[src/rtl/lcb_defs.svh]
// Purpose: constants for the line channel control bank
// Assumes: classic wishbone, 32-bit data, one register per aligned word
// Notes: register index is the printed offset; byte address is index times four
`ifndef LCB_DEFS_SVH
`define LCB_DEFS_SVH

`define LCB_NCH            8
`define LCB_IDX_W          5
`define LCB_ADR_LSB        2
`define LCB_REG_RST        8'h00
`define LCB_RD_ZERO        32'h0000_0000

// primary bank
`define LCB_IDX_CRIT_SEL   5'h0d
`define LCB_IDX_GLOBAL_CFG 5'h0f
`define LCB_IDX_TX_OUT_DIS 5'h12
`define LCB_IDX_AIS_STAT   5'h13
`define LCB_IDX_AIS_IE     5'h14
`define LCB_IDX_AIS_FLAG   5'h15
`define LCB_IDX_IRQ_SETUP  5'h1e
// every bank
`define LCB_IDX_BANK_PTR   5'h1f
// secondary bank
`define LCB_IDX_RAIL_MODE  5'h00
`define LCB_IDX_LINE_CODE  5'h01
`define LCB_IDX_RX_PD      5'h03
`define LCB_IDX_TX_PD      5'h04
`define LCB_IDX_EXZ_EN     5'h05
`define LCB_IDX_CV_OFF     5'h06

// bank pointer values
`define LCB_BANK_PRIMARY   8'h00
`define LCB_BANK_SECONDARY 8'haa
`define LCB_BANK_INDIV     8'h01
`define LCB_BANK_BERT      8'h02

// field positions
`define LCB_GC_CODE_BIT    4
`define LCB_CWE_BIT        0

`endif

[src/rtl/lcb_pkg.sv]
// Purpose: types for the line channel control bank
// Assumes: eight channels
// Notes: vectors are indexed by channel, bit 0 is channel 1
package lcb_pkg;

   // five selections, so the code needs three bits
   typedef enum logic [2:0] {
      LCB_BANK_SEL_PRIMARY,
      LCB_BANK_SEL_SECONDARY,
      LCB_BANK_SEL_INDIV,
      LCB_BANK_SEL_BERT,
      LCB_BANK_SEL_NONE
   } lcb_bank_t;

   typedef struct packed {
      logic        cyc;
      logic        stb;
      logic        we;
      logic [7:0]  adr;
      logic [3:0]  sel;
      logic [31:0] dat;
   } lcb_wb_req_t;

   typedef struct packed {
      logic [7:0] tx_hiz;
      logic [7:0] single_rail;
      logic [7:0] ami;
      logic [7:0] rx_pd;
      logic [7:0] tx_pd;
      logic [7:0] exz_en;
      logic [7:0] cv_en;
      logic [7:0] crit_ets;
      logic [7:0] crit_t1;
   } lcb_ctrl_t;

endpackage

[src/rtl/lcb_bank.sv]
// Purpose: per-channel control and alarm status bank of an eight-channel line interface
// Assumes: ais_detect and e1_mode come from logic on clock; output_enable is an async pin
// Notes: answers every access one cycle after it is taken; unmapped reads give zero
//
// Decided for this implementation: the Wishbone interface to the registers.
`timescale 1ns/1ps
`include "lcb_defs.svh"

module lcb_bank (
   // clock and reset
   input  wire logic                clock,
   input  wire logic                rst_n,
   // wishbone slave
   input  wire lcb_pkg::lcb_wb_req_t wb_req,
   output logic                     wb_ack,
   output logic [31:0]              wb_dat_o,
   // line side
   input  wire logic                output_enable,
   input  wire logic [7:0]          ais_detect,
   input  wire logic [7:0]          e1_mode,
   output lcb_pkg::lcb_ctrl_t       ctrl,
   output lcb_pkg::lcb_bank_t       bank_sel,
   output logic                     irq
);

   function automatic logic reg_hit(input logic [7:0] bank, input logic [`LCB_IDX_W-1:0] idx,
                                    input logic [7:0] want_bank, input logic [`LCB_IDX_W-1:0] want_idx);
      reg_hit = (bank == want_bank) && (idx == want_idx);
   endfunction

   // software registers
   logic [7:0] crit_sel_r,  crit_sel_nxt;
   logic       gc_code_r,   gc_code_nxt;
   logic [7:0] out_dis_r,   out_dis_nxt;
   logic [7:0] ais_ie_r,    ais_ie_nxt;
   logic [7:0] ais_flag_r,  ais_flag_nxt;
   logic       cwe_r,       cwe_nxt;
   logic [7:0] bank_ptr_r,  bank_ptr_nxt;
   logic [7:0] rail_r,      rail_nxt;
   logic [7:0] lcode_r,     lcode_nxt;
   logic [7:0] rx_pd_r,     rx_pd_nxt;
   logic [7:0] tx_pd_r,     tx_pd_nxt;
   logic [7:0] exz_r,       exz_nxt;
   logic [7:0] cv_off_r,    cv_off_nxt;
   // bus answer
   logic        ack_r,      ack_nxt;
   logic [31:0] rdat_r,     rdat_nxt;
   // line status
   logic [7:0] ais_r,       ais_nxt;
   logic [7:0] ais_prev_r,  ais_prev_nxt;
   logic [2:0] oe_sync_r,   oe_sync_nxt;
   logic       oe_ok_r,     oe_ok_nxt;
   lcb_pkg::lcb_ctrl_t ctrl_r, ctrl_nxt;
   lcb_pkg::lcb_bank_t bank_r, bank_nxt;
   logic       irq_r,       irq_nxt;

   logic                  take;
   logic                  wr;
   logic                  rd;
   logic [`LCB_IDX_W-1:0] idx;
   logic [7:0]            wbyte;
   logic [7:0]            ais_edge;
   logic [7:0]            flag_clr;
   logic [7:0]            ami_eff;
   logic [7:0]            rbyte;
   logic                  mapped;

   assign take     = wb_req.cyc && wb_req.stb && !ack_r;
   assign wr       = take && wb_req.we && wb_req.sel[0];
   assign rd       = take && !wb_req.we;
   assign idx      = wb_req.adr[`LCB_ADR_LSB +: `LCB_IDX_W];
   assign wbyte    = wb_req.dat[7:0];
   assign ais_edge = ais_r ^ ais_prev_r;

   // register file writes and read mux
   always_comb begin
      crit_sel_nxt = crit_sel_r;
      gc_code_nxt  = gc_code_r;
      out_dis_nxt  = out_dis_r;
      ais_ie_nxt   = ais_ie_r;
      cwe_nxt      = cwe_r;
      bank_ptr_nxt = bank_ptr_r;
      rail_nxt     = rail_r;
      lcode_nxt    = lcode_r;
      rx_pd_nxt    = rx_pd_r;
      tx_pd_nxt    = tx_pd_r;
      exz_nxt      = exz_r;
      cv_off_nxt   = cv_off_r;
      flag_clr     = `LCB_REG_RST;
      rbyte        = `LCB_REG_RST;
      mapped       = 1'b1;
      // the pointer stays reachable whatever bank is selected, or software could lock itself out
      if (idx == `LCB_IDX_BANK_PTR) begin
         rbyte = bank_ptr_r;
         if (wr) begin
            bank_ptr_nxt = wbyte;
         end
      end else if (reg_hit(bank_ptr_r, idx, `LCB_BANK_PRIMARY, `LCB_IDX_CRIT_SEL)) begin
         rbyte = crit_sel_r;
         if (wr) begin
            crit_sel_nxt = wbyte;
         end
      end else if (reg_hit(bank_ptr_r, idx, `LCB_BANK_PRIMARY, `LCB_IDX_GLOBAL_CFG)) begin
         rbyte[`LCB_GC_CODE_BIT] = gc_code_r;
         if (wr) begin
            gc_code_nxt = wbyte[`LCB_GC_CODE_BIT];
         end
      end else if (reg_hit(bank_ptr_r, idx, `LCB_BANK_PRIMARY, `LCB_IDX_TX_OUT_DIS)) begin
         rbyte = out_dis_r;
         if (wr) begin
            out_dis_nxt = wbyte;
         end
      end else if (reg_hit(bank_ptr_r, idx, `LCB_BANK_PRIMARY, `LCB_IDX_AIS_STAT)) begin
         rbyte = ais_r;
      end else if (reg_hit(bank_ptr_r, idx, `LCB_BANK_PRIMARY, `LCB_IDX_AIS_IE)) begin
         rbyte = ais_ie_r;
         if (wr) begin
            ais_ie_nxt = wbyte;
         end
      end else if (reg_hit(bank_ptr_r, idx, `LCB_BANK_PRIMARY, `LCB_IDX_AIS_FLAG)) begin
         rbyte = ais_flag_r;
         if (rd && !cwe_r) begin
            flag_clr = ais_flag_r;
         end else if (wr && cwe_r) begin
            flag_clr = wbyte;
         end
      end else if (reg_hit(bank_ptr_r, idx, `LCB_BANK_PRIMARY, `LCB_IDX_IRQ_SETUP)) begin
         rbyte[`LCB_CWE_BIT] = cwe_r;
         if (wr) begin
            cwe_nxt = wbyte[`LCB_CWE_BIT];
         end
      end else if (reg_hit(bank_ptr_r, idx, `LCB_BANK_SECONDARY, `LCB_IDX_RAIL_MODE)) begin
         rbyte = rail_r;
         if (wr) begin
            rail_nxt = wbyte;
         end
      end else if (reg_hit(bank_ptr_r, idx, `LCB_BANK_SECONDARY, `LCB_IDX_LINE_CODE)) begin
         rbyte = lcode_r;
         if (wr) begin
            lcode_nxt = wbyte;
         end
      end else if (reg_hit(bank_ptr_r, idx, `LCB_BANK_SECONDARY, `LCB_IDX_RX_PD)) begin
         rbyte = rx_pd_r;
         if (wr) begin
            rx_pd_nxt = wbyte;
         end
      end else if (reg_hit(bank_ptr_r, idx, `LCB_BANK_SECONDARY, `LCB_IDX_TX_PD)) begin
         rbyte = tx_pd_r;
         if (wr) begin
            tx_pd_nxt = wbyte;
         end
      end else if (reg_hit(bank_ptr_r, idx, `LCB_BANK_SECONDARY, `LCB_IDX_EXZ_EN)) begin
         rbyte = exz_r;
         if (wr) begin
            exz_nxt = wbyte;
         end
      end else if (reg_hit(bank_ptr_r, idx, `LCB_BANK_SECONDARY, `LCB_IDX_CV_OFF)) begin
         rbyte = cv_off_r;
         if (wr) begin
            cv_off_nxt = wbyte;
         end
      end else begin
         mapped = 1'b0;
      end
   end

   // bus answer: one wait-free cycle, unmapped reads return zero and writes are dropped
   always_comb begin
      ack_nxt  = take;
      rdat_nxt = rdat_r;
      if (rd) begin
         rdat_nxt = mapped ? {24'h00_0000, rbyte} : `LCB_RD_ZERO;
      end
   end

   // alarm status and change flags; a new edge wins over a clear in the same cycle
   always_comb begin
      ais_nxt      = ais_detect;
      ais_prev_nxt = ais_r;
      ais_flag_nxt = (ais_flag_r & ~flag_clr) | ais_edge;
      irq_nxt      = |(ais_flag_r & ais_ie_r);
   end

   // output-enable pin filter: a change counts once the second and third stages agree
   always_comb begin
      oe_sync_nxt = {oe_sync_r[1:0], output_enable};
      oe_ok_nxt   = oe_ok_r;
      if (oe_sync_r[1] == oe_sync_r[2]) begin
         oe_ok_nxt = oe_sync_r[2];
      end
   end

   // bank decode
   always_comb begin
      case (bank_ptr_r)
         `LCB_BANK_PRIMARY:   bank_nxt = lcb_pkg::LCB_BANK_SEL_PRIMARY;
         `LCB_BANK_SECONDARY: bank_nxt = lcb_pkg::LCB_BANK_SEL_SECONDARY;
         `LCB_BANK_INDIV:     bank_nxt = lcb_pkg::LCB_BANK_SEL_INDIV;
         `LCB_BANK_BERT:      bank_nxt = lcb_pkg::LCB_BANK_SEL_BERT;
         default:             bank_nxt = lcb_pkg::LCB_BANK_SEL_NONE;
      endcase
   end

   // per-channel line controls
   always_comb begin
      ami_eff              = gc_code_r ? 8'hff : lcode_r;
      ctrl_nxt.tx_hiz      = out_dis_r | {8{!oe_ok_r}};
      ctrl_nxt.single_rail = rail_r;
      ctrl_nxt.ami         = ami_eff;
      ctrl_nxt.rx_pd       = rx_pd_r;
      ctrl_nxt.tx_pd       = tx_pd_r;
      ctrl_nxt.exz_en      = exz_r & rail_r & ~ami_eff;
      // hdb3 only exists on e1 lines; under the global code bit the off bits are ignored
      ctrl_nxt.cv_en       = ~(gc_code_r ? 8'h00 : cv_off_r) & ~ami_eff & e1_mode;
      ctrl_nxt.crit_ets    = crit_sel_r & e1_mode;
      ctrl_nxt.crit_t1     = ~e1_mode;
   end

   always_ff @(posedge clock or negedge rst_n) begin
      if (!rst_n) begin
         crit_sel_r <= `LCB_REG_RST;
         gc_code_r  <= 1'b0;
         out_dis_r  <= `LCB_REG_RST;
         ais_ie_r   <= `LCB_REG_RST;
         ais_flag_r <= `LCB_REG_RST;
         cwe_r      <= 1'b0;
         bank_ptr_r <= `LCB_REG_RST;
         rail_r     <= `LCB_REG_RST;
         lcode_r    <= `LCB_REG_RST;
         rx_pd_r    <= `LCB_REG_RST;
         tx_pd_r    <= `LCB_REG_RST;
         exz_r      <= `LCB_REG_RST;
         cv_off_r   <= `LCB_REG_RST;
         ack_r      <= 1'b0;
         rdat_r     <= `LCB_RD_ZERO;
         ais_r      <= `LCB_REG_RST;
         ais_prev_r <= `LCB_REG_RST;
         oe_sync_r  <= 3'h0;
         oe_ok_r    <= 1'b0;
         ctrl_r     <= '0;
         bank_r     <= lcb_pkg::LCB_BANK_SEL_PRIMARY;
         irq_r      <= 1'b0;
      end else begin
         crit_sel_r <= crit_sel_nxt;
         gc_code_r  <= gc_code_nxt;
         out_dis_r  <= out_dis_nxt;
         ais_ie_r   <= ais_ie_nxt;
         ais_flag_r <= ais_flag_nxt;
         cwe_r      <= cwe_nxt;
         bank_ptr_r <= bank_ptr_nxt;
         rail_r     <= rail_nxt;
         lcode_r    <= lcode_nxt;
         rx_pd_r    <= rx_pd_nxt;
         tx_pd_r    <= tx_pd_nxt;
         exz_r      <= exz_nxt;
         cv_off_r   <= cv_off_nxt;
         ack_r      <= ack_nxt;
         rdat_r     <= rdat_nxt;
         ais_r      <= ais_nxt;
         ais_prev_r <= ais_prev_nxt;
         oe_sync_r  <= oe_sync_nxt;
         oe_ok_r    <= oe_ok_nxt;
         ctrl_r     <= ctrl_nxt;
         bank_r     <= bank_nxt;
         irq_r      <= irq_nxt;
      end
   end

   assign wb_ack   = ack_r;
   assign wb_dat_o = rdat_r;
   assign ctrl     = ctrl_r;
   assign bank_sel = bank_r;
   assign irq      = irq_r;

   a_oe_override: assert property (@(posedge clock) disable iff (!rst_n)
      !oe_ok_r |=> (ctrl_r.tx_hiz == 8'hff)) else $error("pin low did not force all outputs off");

   a_tx_hiz_bits: assert property (@(posedge clock) disable iff (!rst_n)
      ##1 ((ctrl_r.tx_hiz & $past(out_dis_r)) == $past(out_dis_r))) else $error("disabled channel still driving");

   a_flag_on_edge: assert property (@(posedge clock) disable iff (!rst_n)
      ##1 ((ais_flag_r & $past(ais_edge)) == $past(ais_edge))) else $error("alarm change not latched");

   a_read_clears: assert property (@(posedge clock) disable iff (!rst_n)
      (rd && !cwe_r && ais_edge == 8'h00 && reg_hit(bank_ptr_r, idx, `LCB_BANK_PRIMARY, `LCB_IDX_AIS_FLAG))
      |=> (ais_flag_r == 8'h00)) else $error("read did not clear flags");

   a_cwe_hold: assert property (@(posedge clock) disable iff (!rst_n)
      (cwe_r && !wr && ais_edge == 8'h00) |=> $stable(ais_flag_r)) else $error("flag cleared without a write");

   a_irq_quiet: assert property (@(posedge clock) disable iff (!rst_n)
      ((ais_flag_r & ais_ie_r) == 8'h00) [*2] |-> !irq_r) else $error("interrupt without an enabled flag");

   a_irq_raise: assert property (@(posedge clock) disable iff (!rst_n)
      ((ais_flag_r & ais_ie_r) != 8'h00) |=> irq_r) else $error("enabled flag gave no interrupt");

   a_code_forces: assert property (@(posedge clock) disable iff (!rst_n)
      gc_code_r |=> (ctrl_r.ami == 8'hff && ctrl_r.cv_en == 8'h00)) else $error("global code did not force ami");

   a_exz_gate: assert property (@(posedge clock) disable iff (!rst_n)
      (ctrl_r.exz_en & ~(ctrl_r.single_rail & ~ctrl_r.ami)) == 8'h00) else $error("excess zero outside single-rail hdb3");

   a_ack_pulse: assert property (@(posedge clock) disable iff (!rst_n)
      take |=> (ack_r ##1 !ack_r)) else $error("ack not a one-cycle answer");

endmodule

[config.mk]
export PLATFORM = sky130hd
export DESIGN_NAME = lcb_bank
export DESIGN_NICKNAME = d
export VERILOG_FILES = /design/src/rtl/lcb_pkg.sv /design/src/rtl/lcb_bank.sv
export VERILOG_INCLUDE_DIRS = /design/src /design/src/rtl
export SDC_FILE = /design/constraint.sdc
export NUM_CORES = 1
export LEC_CHECK = 0
export BUFFER_PORTS_ARGS = -buffer_cell sky130_fd_sc_hd__clkbuf_2
export CAP_MARGIN = 10
export CORE_MARGIN = 10
export CORE_UTILIZATION = 50
export DETAILED_ROUTE_END_ITERATION = 8
export PLACE_DENSITY_LB_ADDON = 0.25
export SYNTH_ARGS = -nofsm -noshare
export SYNTH_HDL_FRONTEND = slang
export SYNTH_SLANG_ARGS = --single-unit
[constraint.sdc]
create_clock -name clock -period 2.32 [get_ports clock]
set_input_delay 0.348 -clock clock [delete_from_list [all_inputs] [get_ports clock]]
set_output_delay 0.348 -clock clock [all_outputs]
set_load 0.02 [all_outputs]
==> key figures <==
Route
  • DRC: 0
  • Met1 WL: 11,500 µm
  • WL met2: 13,800 µm
  • Total Routed Length: 27,800 µm
  • Post-route ant nets: 0
  • Drt pass-1 iters: 5
  • Via density: 5.72
  • WL per Instance: 23.4 µm
  • Initial drt markers: 663
  • Met3 wire length: 1670 µm
  • Highest routing layer actually used: met4
  • Via Count: 6,792

Logic synthesis
  • Top-count cell post-synth: dfrtp_1
  • Top post-synthesis cells by area: dfrtp_1 (58%), mux2_2 (11%), buf_4 (2.3%), nand2_1 (2.1%), a21oi_1 (1.5%)
  • Leading cell types by count after synthesis: dfrtp_1 (195), mux2_2 (81), nand2_1 (48)
  • Cell variety after synth: 74
  • Main combinational cell family by area after synthesis: simple AND/OR/NAND/NOR gates
  • Synthesized cell area: 8480 µm²
  • Seq/Total Area, Yosys: 0.576
  • Cell count after synthesis: 704
  • Main synth FF type: dfrtp_1
  • Xor-xnor portion of the synthesized cell area: 0.00827
  • Post-synthesis compound-gate area fraction: 0.0945
  • Ys Warns: 0
  • Avg Cell Area, Syn: 12.0 µm²
  • Mux share of post-synthesis cell area: 0.120
  • Post-Synth Simple-Gate Area: 0.153
  • Post-Synth Adder-Cell Area: 0.00118
  • Top-area cell type share of the netlist area: 0.576
  • Synth Register Bits: 195
  • Asr flop ratio synth: 1.00
  • Post-synth EDFFs: 0
  • Yosys top cell by area: dfrtp_1

Worst setup path
  • Worst Setup Start Kind: flip-flop
  • Crit path largest cell delay: 0.62 ns
  • Critical-path maximum fanout: 5
  • Worst Path Required: 2.65 ns
  • Critical path class: reg2reg
  • Worst setup EP type: flip-flop
  • Crit path cell chain: or4b_4 -> buf_6 -> nor2_4 -> nand2_4 -> buf_6 -> nor4_4 -> buf_4 -> mux2_4
  • WP data arrival: 2.85 ns
  • Crit path top cell by count: buf_6
  • Critical-path top delay cell: or4b_4

Floorplanning
  • Die Y: 150 µm
  • Starting Density: 0.511
  • Full die area: 22,600 µm²
  • I/O pins: 175
  • Die W: 150 µm
  • Std-Cell Rows: 47
  • Core area: 16,600 µm²

Clock tree
  • Worst skew pair latency: 0.45 ns
  • Clock Sinks: 195
  • TritonCTS Buffers: 17
  • H-tree depth: 4
  • Max Root-Sink Buffers: 2
  • TritonCTS clock tree: yes
  • Worst-path clk slew: 0.07 ns
  • Root Driver: clkbuf_16

STA
  • Skew final: 0.0107 ns
  • Final Hold Viols: 0
  • Worst-margin pin slew: 0.555 ns
  • Slew headroom: 0.630
  • Part of the cycle the worst path needs: 1.09
  • Final setup TNS: -3.80 ns
  • Minimum clock period: 2.52 ns
  • Worst setup margin: -0.205 ns
  • Final hold slack: 0.0117 ns
  • Final count of negative-setup-slack endpoints: 47
  • Unrepaired setup endpoints after global routing: true
  • Max Slew Vio Count: 0
  • Fmax achieved: 0.396 GHz

Final layout
  • Multi-input logic area: 3630 µm²
  • Final instance area: 11,300 µm²
  • Fillers: 1,274
  • Final cell count without fillers: 1,187
  • Layout net count: 1,020
  • Share of cells above drive strength 1: 0.464
  • Util after Layout: 0.682
  • Area Growth Syn to Fin: 33.5%
  • ANT cells: 0
  • Max FFs per register: 72
  • Register Area: 4880 µm²

Run status
  • Failing checks: negative setup slack
  • Status: finished with violations

Worst hold path
  • Worst hold path class: in2reg

Placement
  • Placed cell areas: 10,200 µm²
  • Final HPWL DP: 20,800 µm
  • Inst Count DP: 1,139
  • Final Wtd Congestion: 0.936
  • PortBufs: 120

GRT
  • Antenna violations before repair: 1
  • Largest net degree at the start of global routing: 68
  • Remaining global-route overflow: 0
  • GRT Util Overall: 0.249
  • Global-route wire length before repair: 42,400 µm
  • Vias in the first global route: 7,201

Job
  • Total of max-cap violations: 0

Power and ir drop
  • Maximum VDD drop: 520 µV
  • PwrDens: 652 nW/µm²
  • Leakage: 5.58 nW
-- where the power goes --
part / switching [mW] / internal (mW)
sequential: 0.0637 / 3.49
clock: 1.37 / 1.66
combinational: 0.492 / 0.295
total: 1.93 / 5.45
-- worst paths after layout --
| check | from | endpoint | slack, ns | cells past startpoint |
|---|---|---|---|---|
| max in group asynchronous | rst_n | ais_flag_r[5] | 1.08 | 3 |
| min in group asynchronous | rst_n | ctrl[35] | 0.47 | 2 |
| setup reg to reg | bank_ptr_r[6] | rx_pd_r[1] | -0.20 | 8 |
| setup / recovery | bank_ptr_r[6] | rx_pd_r[1] | -0.20 | 8 |
| hold reg to reg | oe_sync_r[0] | oe_sync_r[1] | 0.36 | 0 |
| hold / removal | ais_detect[4] | ais_prev_nxt[4] | 0.01 | 1 |
-- layout make-up --
| class | instances | area share |
|---|---|---|
| Multi-Input combinational cell | 455 | 0.321 |
| Inverter | 16 | 0.00553 |
| Tap cell | 220 | 0.0243 |
| Clock inverter | 13 | 0.0143 |
| Clock buffer | 19 | 0.0391 |
| Sequential cell | 195 | 0.432 |
| Timing Repair Buffer | 269 | 0.165 |
-- through the flow --
step	setup WS, ns	total power [mW]
after global placement	-0.463	4.33
after detailed placement	-0.458	4.35
after floorplan	-0.176	3.99
after CTS	-0.185	7.40
final	-0.205	7.37
after global routing	-0.266	7.63
-- critical path: cells and delay by family (launching register included) --
kind / cells / cell delay, ns
buffers and inverters: 3 / 0.52
flip-flops: 1 / 0.40
multiplexers: 1 / 0.30
AND/OR/NAND/NOR: 4 / 1.18
-- routing by layer --
layer  track usage  vias up
li1              -     3016
met1         0.317     3438
met2         0.413      283
met3        0.0477       55
met4        0.0977        0
met5             0        -
-- cells in the final DEF, fill, tap and decap left out, types with 13 or more instances in the layout --
| cell | count |
|---|---|
| or2_2 | 13 |
| buf_6 | 16 |
| nor2_1 | 30 |
| clkbuf_2 | 119 |
| buf_4 | 123 |
| o21ai_0 | 17 |
| a21oi_1 | 26 |
| inv_1 | 15 |
| clkbuf_16 | 17 |
| nand2_1 | 47 |
| conb_1 | 24 |
| mux2_2 | 60 |
| mux2_4 | 24 |
| dfrtp_1 | 192 |
-- kinds of logic (layout without fill, tap and decap cells) --
| kind of cell | count (synthesis) | after routing |
|---|---|---|
| compound gates | 116 | 116 |
| xor+xnor | 8 | 8 |
| fa+ha+maj | 1 | 1 |
| buf+inv | 77 | 317 |
| flops | 195 | 195 |
| mux | 91 | 91 |
| other cells | 1 | 24 |
| simple gates | 215 | 215 |
-- what timing repair did --
action                                 4_1_cts  5_1_grt
pin swaps                                   26       21
resized for setup                           74       16
endpoints found under the hold margin       65        1
hold buffers                                 4        1
setup endpoints to repair                   67       70
gates cloned                                 0        0
buffers inserted                            17        4
No activity file was read; power rests on OpenSTA's default activity.
